===== src/logic/dsgc_pkg.sv =====
// Purpose: Constants and types shared by the deep-sleep clock gating block
// Assumes: 32-bit AXI4-Lite register bus, one aligned word per register
// Notes:   Gating registers share one bit layout

`default_nettype none

package dsgc_pkg;

  // Register byte offsets
  localparam logic [11:0] RUN_CLOCK_CONFIG_OFF        = 12'h060;
  localparam logic [11:0] RUN_CLOCK_GATE_1_OFF        = 12'h104;
  localparam logic [11:0] SLEEP_CLOCK_GATE_1_OFF      = 12'h114;
  localparam logic [11:0] DEEP_SLEEP_CLOCK_GATE_1_OFF = 12'h124;
  localparam logic [11:0] INT_STATUS_OFF              = 12'h200;
  localparam logic [11:0] INT_MASK_OFF                = 12'h204;

  localparam int ADDR_W = 12;
  localparam int NUM_UNITS = 11;

  // Bit positions of the gated units, ordered as the clock enable outputs
  localparam int UART0_POS    = 0;
  localparam int UART1_POS    = 1;
  localparam int SSI_POS      = 4;
  localparam int QEI_POS      = 8;
  localparam int TWI_POS      = 12;
  localparam int TIMER0_POS   = 16;
  localparam int TIMER1_POS   = 17;
  localparam int TIMER2_POS   = 18;
  localparam int COMPARATOR_ZERO_GATE_POS    = 24;
  localparam int COMPARATOR_ONE_GATE_POS    = 25;
  localparam int COMPARATOR_TWO_GATE_POS    = 26;
  localparam int UNIT_POS [NUM_UNITS] = '{
    UART0_POS, UART1_POS, SSI_POS, QEI_POS, TWI_POS, TIMER0_POS,
    TIMER1_POS, TIMER2_POS, COMPARATOR_ZERO_GATE_POS, COMPARATOR_ONE_GATE_POS, COMPARATOR_TWO_GATE_POS
  };

  // Writable bits of every gating word; all others read zero
  localparam logic [31:0] GATE_MASK  = 32'h0707_1113;
  localparam logic [31:0] GATE_RESET = 32'h0000_0000;

  localparam int AUTO_GATING_SELECT_POS = 22;
  localparam logic [31:0] CONFIG_MASK  = 32'h0040_0000;
  localparam logic [31:0] CONFIG_RESET = 32'h0000_0000;
  localparam logic [31:0] INT_RESET    = 32'h0000_0000;

  localparam logic [1:0] RESP_OKAY   = 2'h0;
  localparam logic [1:0] RESP_SLVERR = 2'h2;

  typedef enum logic [1:0] {
    DSGC_MODE_RUN,
    DSGC_MODE_SLEEP,
    DSGC_MODE_DEEP
  } dsgc_mode_t;

endpackage : dsgc_pkg

`default_nettype wire


===== src/logic/dsgc_gate_if.sv =====
// Purpose: Carries gating words and unit access events between the modules
// Assumes: Single clock domain
// Notes:   Top drives selection and access inputs; leaves answer

`timescale 1ns/1ps
`default_nettype none

interface dsgc_gate_if;
  logic [31:0]                  eff_gate;
  logic [31:0]                  live_word;
  logic [dsgc_pkg::NUM_UNITS-1:0] clk_en;
  logic                         acc_valid;
  logic [4:0]                   acc_bit;
  logic                         acc_fault;
  logic                         acc_done;
  logic [31:0]                  fault_word;

  modport top  (output eff_gate, output acc_valid, output acc_bit,
                input live_word, input clk_en, input acc_fault, input acc_done,
                input fault_word);
  modport gate (input eff_gate, output live_word, output clk_en);
  modport fault (input live_word, input acc_valid, input acc_bit,
                 output acc_fault, output acc_done, output fault_word);
endinterface : dsgc_gate_if

`default_nettype wire


===== src/logic/dsgc_top.sv =====
// Purpose: Deep-sleep clock gating control with run and sleep companions
// Assumes: AXI4-Lite slave, 32-bit data, power mode from a same-clock sequencer
// Notes:   Unit access faults at gated positions raise sticky interrupt status bits
//
// Design decision made here: the AXI4-Lite slave port.

`timescale 1ns/1ps
`default_nettype none

module dsgc_top (
  input  wire logic                          aclk,
  input  wire logic                          aresetn,
  // AXI4-Lite write address
  input  wire logic [dsgc_pkg::ADDR_W-1:0]   s_axi_awaddr,
  input  wire logic [2:0]                    s_axi_awprot,
  input  wire logic                          s_axi_awvalid,
  output logic                               s_axi_awready,
  // AXI4-Lite write data
  input  wire logic [31:0]                   s_axi_wdata,
  input  wire logic [3:0]                    s_axi_wstrb,
  input  wire logic                          s_axi_wvalid,
  output logic                               s_axi_wready,
  // AXI4-Lite write response
  output logic [1:0]                         s_axi_bresp,
  output logic                               s_axi_bvalid,
  input  wire logic                          s_axi_bready,
  // AXI4-Lite read address
  input  wire logic [dsgc_pkg::ADDR_W-1:0]   s_axi_araddr,
  input  wire logic [2:0]                    s_axi_arprot,
  input  wire logic                          s_axi_arvalid,
  output logic                               s_axi_arready,
  // AXI4-Lite read data
  output logic [31:0]                        s_axi_rdata,
  output logic [1:0]                         s_axi_rresp,
  output logic                               s_axi_rvalid,
  input  wire logic                          s_axi_rready,
  // Power mode from the sequencer
  input  wire dsgc_pkg::dsgc_mode_t          power_mode,
  // Unit access from the peripheral fabric
  input  wire logic                          unit_acc_valid,
  input  wire logic [4:0]                    unit_acc_bit,
  output logic                               unit_acc_done,
  output logic                               unit_acc_fault,
  // Clock enables to the gate cells, and the interrupt request
  output logic [dsgc_pkg::NUM_UNITS-1:0]     unit_clk_en,
  output logic                               irq
);

  dsgc_gate_if gif ();

  logic [31:0]                run_gate_reg;
  logic [31:0]                sleep_gate_reg;
  logic [31:0]                deep_gate_reg;
  logic [31:0]                config_reg;
  logic [31:0]                int_status_reg;
  logic [31:0]                int_mask_reg;
  logic [31:0]                eff_gate_next;
  logic                       auto_gating_select;

  // Write channel holding state
  logic                       aw_held_reg;
  logic [dsgc_pkg::ADDR_W-1:0] aw_addr_reg;
  logic                       w_held_reg;
  logic [31:0]                w_data_reg;
  logic [3:0]                 w_strb_reg;
  logic                       wr_fire;
  logic                       wr_hit;
  logic [31:0]                wr_bytes;
  logic [31:0]                ws_run;
  logic [31:0]                ws_sleep;
  logic [31:0]                ws_deep;
  logic [31:0]                ws_config;
  logic [31:0]                ws_status;
  logic [31:0]                ws_mask;

  // Read path
  logic                       rd_fire;
  logic                       rd_hit;
  logic [31:0]                rd_word;

  assign auto_gating_select = config_reg[dsgc_pkg::AUTO_GATING_SELECT_POS];

  // Word in force for the present mode
  always_comb
  begin
    eff_gate_next = run_gate_reg;
    if (auto_gating_select)
    begin
      unique case (power_mode)
        dsgc_pkg::DSGC_MODE_RUN:   eff_gate_next = run_gate_reg;
        dsgc_pkg::DSGC_MODE_SLEEP: eff_gate_next = sleep_gate_reg;
        dsgc_pkg::DSGC_MODE_DEEP:  eff_gate_next = deep_gate_reg;
        default:                   eff_gate_next = run_gate_reg;
      endcase
    end
  end

  assign gif.eff_gate  = eff_gate_next & dsgc_pkg::GATE_MASK;
  assign gif.acc_valid = unit_acc_valid;
  assign gif.acc_bit   = unit_acc_bit;

  dsgc_enable_bank u_enable_bank (
    .aclk    (aclk),
    .aresetn (aresetn),
    .gif     (gif)
  );

  dsgc_access_guard u_access_guard (
    .aclk    (aclk),
    .aresetn (aresetn),
    .gif     (gif)
  );

  // All three come straight from flip-flops in the submodules
  assign unit_clk_en    = gif.clk_en;
  assign unit_acc_done  = gif.acc_done;
  assign unit_acc_fault = gif.acc_fault;

  // Write address and data are taken independently
  assign wr_fire = aw_held_reg && w_held_reg && !s_axi_bvalid;

  always_ff @(posedge aclk)
  begin
    if (!aresetn)
    begin
      aw_held_reg   <= 1'b0;
      aw_addr_reg   <= '0;
      s_axi_awready <= 1'b0;
    end
    else
    begin
      if (s_axi_awvalid && s_axi_awready)
      begin
        aw_held_reg   <= 1'b1;
        aw_addr_reg   <= s_axi_awaddr;
        s_axi_awready <= 1'b0;
      end
      else if (wr_fire)
      begin
        aw_held_reg   <= 1'b0;
      end
      else if (!aw_held_reg && !s_axi_bvalid)
      begin
        s_axi_awready <= 1'b1;
      end
    end
  end

  always_ff @(posedge aclk)
  begin
    if (!aresetn)
    begin
      w_held_reg   <= 1'b0;
      w_data_reg   <= 32'h0000_0000;
      w_strb_reg   <= 4'h0;
      s_axi_wready <= 1'b0;
    end
    else
    begin
      if (s_axi_wvalid && s_axi_wready)
      begin
        w_held_reg   <= 1'b1;
        w_data_reg   <= s_axi_wdata;
        w_strb_reg   <= s_axi_wstrb;
        s_axi_wready <= 1'b0;
      end
      else if (wr_fire)
      begin
        w_held_reg   <= 1'b0;
      end
      else if (!w_held_reg && !s_axi_bvalid)
      begin
        s_axi_wready <= 1'b1;
      end
    end
  end

  always_comb
  begin
    for (int b = 0; b < 4; b++)
      wr_bytes[8*b +: 8] = {8{w_strb_reg[b]}};
  end

  always_comb
  begin
    ws_run    = 32'h0000_0000;
    ws_sleep  = 32'h0000_0000;
    ws_deep   = 32'h0000_0000;
    ws_config = 32'h0000_0000;
    ws_status = 32'h0000_0000;
    ws_mask   = 32'h0000_0000;
    wr_hit    = 1'b1;
    unique case (aw_addr_reg)
      dsgc_pkg::RUN_CLOCK_GATE_1_OFF:        ws_run    = wr_bytes;
      dsgc_pkg::SLEEP_CLOCK_GATE_1_OFF:      ws_sleep  = wr_bytes;
      dsgc_pkg::DEEP_SLEEP_CLOCK_GATE_1_OFF: ws_deep   = wr_bytes;
      dsgc_pkg::RUN_CLOCK_CONFIG_OFF:        ws_config = wr_bytes;
      dsgc_pkg::INT_STATUS_OFF:              ws_status = wr_bytes;
      dsgc_pkg::INT_MASK_OFF:                ws_mask   = wr_bytes;
      default:                               wr_hit    = 1'b0;
    endcase
    if (!wr_fire)
    begin
      ws_run    = 32'h0000_0000;
      ws_sleep  = 32'h0000_0000;
      ws_deep   = 32'h0000_0000;
      ws_config = 32'h0000_0000;
      ws_status = 32'h0000_0000;
      ws_mask   = 32'h0000_0000;
    end
  end

  // Only writable bits ever change
  always_ff @(posedge aclk)
  begin
    if (!aresetn)
      run_gate_reg <= dsgc_pkg::GATE_RESET;
    else
      run_gate_reg <= (run_gate_reg & ~(ws_run & dsgc_pkg::GATE_MASK))
                    | (w_data_reg & ws_run & dsgc_pkg::GATE_MASK);
  end

  always_ff @(posedge aclk)
  begin
    if (!aresetn)
      sleep_gate_reg <= dsgc_pkg::GATE_RESET;
    else
      sleep_gate_reg <= (sleep_gate_reg & ~(ws_sleep & dsgc_pkg::GATE_MASK))
                      | (w_data_reg & ws_sleep & dsgc_pkg::GATE_MASK);
  end

  always_ff @(posedge aclk)
  begin
    if (!aresetn)
      deep_gate_reg <= dsgc_pkg::GATE_RESET;
    else
      deep_gate_reg <= (deep_gate_reg & ~(ws_deep & dsgc_pkg::GATE_MASK))
                     | (w_data_reg & ws_deep & dsgc_pkg::GATE_MASK);
  end

  always_ff @(posedge aclk)
  begin
    if (!aresetn)
      config_reg <= dsgc_pkg::CONFIG_RESET;
    else
      config_reg <= (config_reg & ~(ws_config & dsgc_pkg::CONFIG_MASK))
                  | (w_data_reg & ws_config & dsgc_pkg::CONFIG_MASK);
  end

  // Fault events set, write one clears, a new fault beats the clear
  always_ff @(posedge aclk)
  begin
    if (!aresetn)
      int_status_reg <= dsgc_pkg::INT_RESET;
    else
      int_status_reg <= ((int_status_reg & ~(ws_status & w_data_reg))
                       | gif.fault_word) & dsgc_pkg::GATE_MASK;
  end

  always_ff @(posedge aclk)
  begin
    if (!aresetn)
      int_mask_reg <= dsgc_pkg::INT_RESET;
    else
      int_mask_reg <= (int_mask_reg & ~(ws_mask & dsgc_pkg::GATE_MASK))
                    | (w_data_reg & ws_mask & dsgc_pkg::GATE_MASK);
  end

  always_ff @(posedge aclk)
  begin
    if (!aresetn)
      irq <= 1'b0;
    else
      irq <= |(int_status_reg & int_mask_reg);
  end

  always_ff @(posedge aclk)
  begin
    if (!aresetn)
    begin
      s_axi_bvalid <= 1'b0;
      s_axi_bresp  <= dsgc_pkg::RESP_OKAY;
    end
    else if (wr_fire)
    begin
      s_axi_bvalid <= 1'b1;
      s_axi_bresp  <= wr_hit ? dsgc_pkg::RESP_OKAY : dsgc_pkg::RESP_SLVERR;
    end
    else if (s_axi_bvalid && s_axi_bready)
    begin
      s_axi_bvalid <= 1'b0;
    end
  end

  // Read side: one read under way at a time
  assign rd_fire = s_axi_arvalid && s_axi_arready;

  always_comb
  begin
    rd_word = 32'h0000_0000;
    rd_hit  = 1'b1;
    unique case (s_axi_araddr)
      dsgc_pkg::RUN_CLOCK_GATE_1_OFF:        rd_word = run_gate_reg;
      dsgc_pkg::SLEEP_CLOCK_GATE_1_OFF:      rd_word = sleep_gate_reg;
      dsgc_pkg::DEEP_SLEEP_CLOCK_GATE_1_OFF: rd_word = deep_gate_reg;
      dsgc_pkg::RUN_CLOCK_CONFIG_OFF:        rd_word = config_reg;
      dsgc_pkg::INT_STATUS_OFF:              rd_word = int_status_reg;
      dsgc_pkg::INT_MASK_OFF:                rd_word = int_mask_reg;
      default:                               rd_hit  = 1'b0;
    endcase
  end

  always_ff @(posedge aclk)
  begin
    if (!aresetn)
      s_axi_arready <= 1'b0;
    else if (rd_fire)
      s_axi_arready <= 1'b0;
    else if (!s_axi_rvalid)
      s_axi_arready <= 1'b1;
  end

  always_ff @(posedge aclk)
  begin
    if (!aresetn)
    begin
      s_axi_rvalid <= 1'b0;
      s_axi_rdata  <= 32'h0000_0000;
      s_axi_rresp  <= dsgc_pkg::RESP_OKAY;
    end
    else if (rd_fire)
    begin
      s_axi_rvalid <= 1'b1;
      s_axi_rdata  <= rd_word;
      s_axi_rresp  <= rd_hit ? dsgc_pkg::RESP_OKAY : dsgc_pkg::RESP_SLVERR;
    end
    else if (s_axi_rvalid && s_axi_rready)
    begin
      s_axi_rvalid <= 1'b0;
    end
  end

endmodule : dsgc_top

`default_nettype wire


===== src/logic/dsgc_enable_bank.sv =====
// Purpose: Registered clock enables, one per gated unit
// Assumes: Enables feed latch-based clock gate cells outside this block
// Notes:   Enables change only just after a rising edge

`timescale 1ns/1ps
`default_nettype none

module dsgc_enable_bank (
  input  wire logic  aclk,
  input  wire logic  aresetn,
  dsgc_gate_if.gate  gif
);

  // Unattached bit positions never reach an enable and read as off
  genvar i;
  generate
    for (i = 0; i < dsgc_pkg::NUM_UNITS; i++)
    begin : g_unit
      always_ff @(posedge aclk)
      begin
        if (!aresetn)
          gif.clk_en[i] <= 1'b0;
        else
          gif.clk_en[i] <= gif.eff_gate[dsgc_pkg::UNIT_POS[i]];
      end
    end
  endgenerate

  always_comb
  begin
    gif.live_word = 32'h0000_0000;
    for (int k = 0; k < dsgc_pkg::NUM_UNITS; k++)
      gif.live_word[dsgc_pkg::UNIT_POS[k]] = gif.clk_en[k];
  end

endmodule : dsgc_enable_bank

`default_nettype wire


===== src/logic/dsgc_access_guard.sv =====
// Purpose: Answers each unit access as completed or bus fault
// Assumes: One access strobe per cycle from the fabric on the same clock
// Notes:   Answer is one cycle after the strobe

`timescale 1ns/1ps
`default_nettype none

module dsgc_access_guard (
  input  wire logic  aclk,
  input  wire logic  aresetn,
  dsgc_gate_if.fault gif
);

  logic gated_off;

  assign gated_off = ~gif.live_word[gif.acc_bit];

  always_ff @(posedge aclk)
  begin
    if (!aresetn)
    begin
      gif.acc_done   <= 1'b0;
      gif.acc_fault  <= 1'b0;
      gif.fault_word <= 32'h0000_0000;
    end
    else
    begin
      gif.acc_done   <= gif.acc_valid;
      gif.acc_fault  <= gif.acc_valid & gated_off;
      gif.fault_word <= (gif.acc_valid & gated_off) ? (32'h0000_0001 << gif.acc_bit)
                                                    : 32'h0000_0000;
    end
  end

endmodule : dsgc_access_guard

`default_nettype wire


===== config.mk =====
export PLATFORM = sky130hd
export DESIGN_NAME = dsgc_top
export DESIGN_NICKNAME = d
export VERILOG_FILES = /design/src/logic/dsgc_pkg.sv /design/src/logic/dsgc_gate_if.sv /design/src/logic/dsgc_top.sv /design/src/logic/dsgc_enable_bank.sv /design/src/logic/dsgc_access_guard.sv
export SDC_FILE = /design/constraint.sdc
export NUM_CORES = 1
export LEC_CHECK = 0
export ABC_AREA = 1
export BUFFER_PORTS_ARGS = -buffer_cell sky130_fd_sc_hd__buf_2
export CAP_MARGIN = 20
export CORE_MARGIN = 1
export CORE_UTILIZATION = 50
export CTS_BUF_LIST = sky130_fd_sc_hd__clkbuf_4 sky130_fd_sc_hd__clkbuf_8
export DETAILED_ROUTE_END_ITERATION = 7
export PLACE_DENSITY = 0.8
export SYNTH_ARGS = -nofsm -noshare
export SYNTH_HDL_FRONTEND = slang
export SYNTH_SLANG_ARGS = --single-unit

===== constraint.sdc =====
create_clock -name aclk -period 1.7 [get_ports aclk]
set_clock_uncertainty 0.15 [all_clocks]
set_input_delay 0 -clock aclk [delete_from_list [all_inputs] [get_ports aclk]]
set_output_delay 0 -clock aclk [all_outputs]
set_load 0.05 [all_outputs]

Word-level counts from Yosys, hierarchy flattened

Cells that the tools add are included.

Bits in registers: 298
Latch bits: 0
RAM bits: 0
Bits in read-only memories: 0
Bits of input ports: 81
Output and inout bits: 55
Memories: 0

Add/sub/neg operators: 0
$mul: 0
Div/mod/pow operators: 0
Magnitude comparators: 1
Eq/ne operators: 14
Shift-type cells: 1
Multiplexer cells: 28
Bitwise logic cells: 29
Reductions and logical operators: 25

Operators by type and width:

| cell                 | count |
|---|---|
| $mux 27              | 11 |
| $pmux 32 s6          | 1 |
| $and 27x27->27       | 6 |
| $and 32x32->32       | 5 |
| $not 27->32          | 4 |
| $or 32x27->32        | 4 |
| $eq 12x9->1 const B  | 6 |
| $pmux 27 s2          | 1 |
| $eq 12x10->1 const B | 4 |
| $mux 23              | 2 |
| $and 27x32->32       | 1 |
| $not 23->32          | 1 |
| $or 32x23->32        | 1 |
| $reduce_or 32->1     | 1 |
| $not 27->27          | 1 |
| $or 27x27->27        | 1 |
| $shl 1x5->27 const A | 1 |
| $eq 12x7->1 const B  | 2 |
| $and 23x23->23       | 1 |
| $reduce_or 6->1      | 2 |
| $mux 1               | 10 |
| $logic_and 1x1->1    | 9 |
| $reduce_bool 2->1    | 4 |
| $lt 5x6->1 const B   | 1 |
| other kinds (9)      | 18 |

Depth between registers and ports, before layout

Depth after elaboration: 7
Depth in mapped cells: 11
Depth with buffers taken out: 10

By module

From an unflattened synthesis, not the netlist that was laid out.

Cells, all modules: 994
Area, all modules: 7223.2 sq um

By module, submodules not included:

| module            | instances | cells an instance | area an instance (sq um) | seq. area each (sq um) |
|---|---|---|---|---|
| dsgc_top          | 1         | 739               | 5263.8                   | 2122.0 |
| dsgc_access_guard | 1         | 188               | 1401.3                   | 680.7 |
| dsgc_enable_bank  | 1         | 67                | 558.0                    | 220.2 |

Worst setup path before layout

No wires, ideal clock.

Path type: reg2reg
Start: register s_axi_bvalid
End: register (tool-made name)
Data arrival time: 1.452 ns
Slack: 0.028 ns
Stages on the path, launching flop included: 7
Clock period less this slack: 1.672 ns
Path through: dfxtp_1 -> nor2_4 -> nand2_1 -> clkinv_1 -> nand2_1 -> o21ai_0 -> a21oi_1

RTL lines:

| what                   | line            | text |
|---|---|---|
| from (decl)            | dsgc_top.sv:25  | `output logic s_axi_bvalid,` |
| from (signal assigned) | dsgc_top.sv:281 | `s_axi_bvalid <= 1'b0;` |
| from (signal assigned) | dsgc_top.sv:286 | `s_axi_bvalid <= 1'b1;` |
| from (signal assigned) | dsgc_top.sv:291 | `s_axi_bvalid <= 1'b0;` |

==> out/metrics.cfg <==
[sta]
fmax_mhz = 597
final-setup-viol-count = 0
hold-worst-slack_ns = -0.0496
final-hold-violation-count = 1
timing.final.crit_share = 0.986
final_max_slew_viol_count = 0
setup_repair_after_global_routing_missed_its_margin = true
period_minus_slack_ns = 1.68
fin_tns_setup_ns = 0

[synthesis]
synth_top_cell_by_area = sky130_fd_sc_hd__dfxtp_1
post_synth_num_cell_types = 35
mappedNetlistArea_sq_um = 6070
synth.yosys.warnings = 0
yosysTopAreaCellShare = 0.429
yosys-top-cells-area = sky130_fd_sc_hd__dfxtp_1 43%, sky130_fd_sc_hd__nand2_1 11%, sky130_fd_sc_hd__nor2_1 6.7%, sky130_fd_sc_hd__nand3_1 5.6%, sky130_fd_sc_hd__inv_1 5.4%
postSynthCellCount = 840
async_flop_share = 0
seq_area_frac_synth = 0.429
synth_enable_flop_cells = 0
syn_avg_cell_area_sq_um = 7.23
synthFlopType = sky130_fd_sc_hd__dfxtp_1
synth.ff_latch_count = 130

[global_route]
global_route_wire_length_before_repair_microns = 27100
grt_use_total = 0.273
globalRouteMet1Util = 0.314
maximum_number_of_pins_on_one_net_before_global_route_repair = 38
groute.layer.met2.usage = 0.483
met3_use_gr = 0.0621
number_of_global_route_vias_before_repair = 5871
top_usage_layer = met2
grt_overflow = 0
antenna_violations_before_repair = 0

[pwr]
power.static_leakage_nw = 3.44
power-per-cell-area_nw_per_um2 = 855
vdd_drop_max_uv = 882

[finish]
footprint_of_the_multi_input_gates_sq_um = 2960
insertedDiodeCount = 0
filler_cell_count = 914
final-seq-area_sq_um = 2610
num-nets-final = 1094
final_layout_size_suffix_gt1_frac = 0.207
final_design_area_no_fill_sq_um = 7900
area_growth_pct = 30.2

[die]
fp.dieArea_sq_um = 12600
fp-row-count = 39
top_level_port_count = 136
chipHeight_microns = 112
placeableCoreArea_sq_um = 11600
fp.dieW_microns = 112
floorplan.initialDensity = 0.523

[clock_network]
cts_max_level = 4
clock_path_buffers = 2
cts.clk_slew.worst_paths_ns = 0.07
cts_tree = yes
numCtsBuffers = 17
cts-root-buf = sky130_fd_sc_hd__clkbuf_8
clock_insertion_delay_worst_skew_ns = 0.45
numClockSinks = 130

[setup_path]
worst_setup_path_start_kind = register
critical_path.max_fanout = 6
critical_path_class = register to register
worst_r2r_startpoint = aw_addr_reg[2]
setup.reg_to_reg.worst_slack_ns = 0.02
cells_on_worst_reg2reg_path = 6
cp_data_arrival_time_ns = 1.85
cp.required_ns = 1.87
critPathCaptureType = register
worstSetupStartpoint = aw_addr_reg[2]

[placed_design]
port_bufs = 87
post_dp_cell_area_sq_um = 6600
gp_congestion = 0.887
detailed_place_hpwl_microns = 11200

[worst_hold_path]
holdPathStages = 6
whs_endpoint = u_access_guard.gif.acc_fault
timing.hold.worst.start = unit_acc_bit[0]
holdCritPathClass = input pin to register

[drt]
wl_per_cell_microns = 14.5
drc = 4
drt_pass1_iterations = 8
viasPerCell = 5.17
drt-initial-drc-count = 467
final_antenna_net_count = 0
total_wire_length_after_detailed_routing_microns = 16900
num_vias = 6038

[status]
run_status = finished with violations
violations_in_the_final_reports = DRC, hold timing

[flow_run]
max_cap_viol_count = 0

==> worst max-delay path, stage by stage, from the launching register on <==
cell and delay [ns]:
sky130_fd_sc_hd__dfxtp_1 0.45, sky130_fd_sc_hd__nand4_4 0.19, sky130_fd_sc_hd__nor2_1 0.12, sky130_fd_sc_hd__and2_4 0.19, sky130_fd_sc_hd__nand2_1 0.14, sky130_fd_sc_hd__o21ai_0 0.25
sky130_fd_sc_hd__a21oi_1 0.07
==> layer usage <==
layer | part of all wire | wire [microns] | vias to the layer above
met1 | 0.41 | 6980 | 2753
met4 | 0.039 | 665 | 0
met3 | 0.060 | 1010 | 48
li1 | - | - | 3018
met2 | 0.49 | 8220 | 219
met5 | 0 | 0 | -
==> kinds of logic (layout without fill, tap and decap cells) <==
kind of cell | count (synthesis) | count (layout) | synth area share
buffers and inverters | 148 | 311 | 0.111
other | 1 | 22 | 0.000618
flip-flops | 130 | 130 | 0.429
AO/OA/AOI/OAI | 159 | 159 | 0.148
adder cells (fa/ha/maj) | 2 | 2 | 0.00412
AND/OR/NAND/NOR | 400 | 400 | 0.307
==> worst max-delay path by stage <==
stage | end | depth (start not counted)
after detailed placement | int_status_reg[25] | 8
after CTS | int_status_reg[25] | 8
final | register | 6
after global routing | register | 7
after floorplan | register | 6
after global placement | register | 7
==> synthesized netlist by cell type, types with 2 or more instances <==
cell type	instances
sky130_fd_sc_hd__nand3b_1	2
sky130_fd_sc_hd__nand3_1	68
sky130_fd_sc_hd__nand3_2	12
sky130_fd_sc_hd__inv_2	3
sky130_fd_sc_hd__dfxtp_1	130
sky130_fd_sc_hd__nor2_2	5
sky130_fd_sc_hd__buf_2	8
sky130_fd_sc_hd__a211oi_1	18
sky130_fd_sc_hd__a221oi_1	2
sky130_fd_sc_hd__a21oi_1	56
sky130_fd_sc_hd__nand2_1	175
sky130_fd_sc_hd__nand2_4	3
sky130_fd_sc_hd__ha_1	2
sky130_fd_sc_hd__clkinv_1	3
sky130_fd_sc_hd__nor3_1	3
sky130_fd_sc_hd__nor3_2	2
sky130_fd_sc_hd__a211oi_2	4
sky130_fd_sc_hd__a31oi_1	11
sky130_fd_sc_hd__o21ai_0	64
sky130_fd_sc_hd__o21ai_1	2
sky130_fd_sc_hd__clkbuf_1	17
sky130_fd_sc_hd__nor2_4	14
sky130_fd_sc_hd__inv_1	88
sky130_fd_sc_hd__buf_1	2
sky130_fd_sc_hd__buf_4	26
sky130_fd_sc_hd__nand2_2	2
sky130_fd_sc_hd__nand4_1	3
sky130_fd_sc_hd__nor2_1	108
==> what timing repair did <==
item,in CTS,in global routing
setup endpoints to repair,4,82
setup buffers,0,4
pin swaps,0,5
hold buffers,76,1
gates resized for setup,2,53
endpoints found under the hold margin,88,1
==> cell type report <==
type,instances,area share
clock buffers,20,0.0340
clock inverters,12,0.0199
inverters,94,0.0446
multi-input cells,583,0.375
flip-flops and latches,130,0.330
well taps,143,0.0226
repair buffers,185,0.175
==> through the flow <==
step                      hold slack, ns  worst slack, ns   util  power (W)  cells
after floorplan                  -0.0339           0.0280      -    0.00370    861
after global placement            0.0823           0.0413  0.568    0.00384   1058
after detailed placement          0.0861         -0.00410  0.568    0.00385   1058
after CTS                        -0.0997         -0.00108  0.671    0.00671   1166
after global routing            0.000298           -0.135  0.681    0.00700   1167
final                            -0.0496           0.0245  0.681    0.00676   1167
==> cell usage in the layout, fill, tap and decap left out, types with 4 or more instances in the layout <==
cell type                       count
sky130_fd_sc_hd__o21ai_0           46
sky130_fd_sc_hd__nand2_2            4
sky130_fd_sc_hd__o21ai_1           20
sky130_fd_sc_hd__inv_2              6
sky130_fd_sc_hd__inv_1             85
sky130_fd_sc_hd__conb_1            22
sky130_fd_sc_hd__dfxtp_1          128
sky130_fd_sc_hd__a21oi_1           54
sky130_fd_sc_hd__clkinvlp_4         6
sky130_fd_sc_hd__nand2_1          172
sky130_fd_sc_hd__a211oi_1          18
sky130_fd_sc_hd__a211oi_2           4
sky130_fd_sc_hd__nand3_1           67
sky130_fd_sc_hd__dlygate4sd3_1     73
sky130_fd_sc_hd__nor2_2             9
sky130_fd_sc_hd__clkbuf_8          19
sky130_fd_sc_hd__nand3_2           12
sky130_fd_sc_hd__nand2_4            4
sky130_fd_sc_hd__buf_2             86
sky130_fd_sc_hd__buf_4             22
sky130_fd_sc_hd__nor2_1           100
sky130_fd_sc_hd__a31oi_1           11
sky130_fd_sc_hd__nor2_4            18
==> power by group <==
group | total (W) | switching [W] | internal (W)
sequential | 0.00318 | 0.0000657 | 0.00312
combinational | 0.000810 | 0.000506 | 0.000304
clock | 0.00276 | 0.00122 | 0.00154
total | 0.00676 | 0.00179 | 0.00496
No activity file was read; power rests on OpenSTA's default activity.
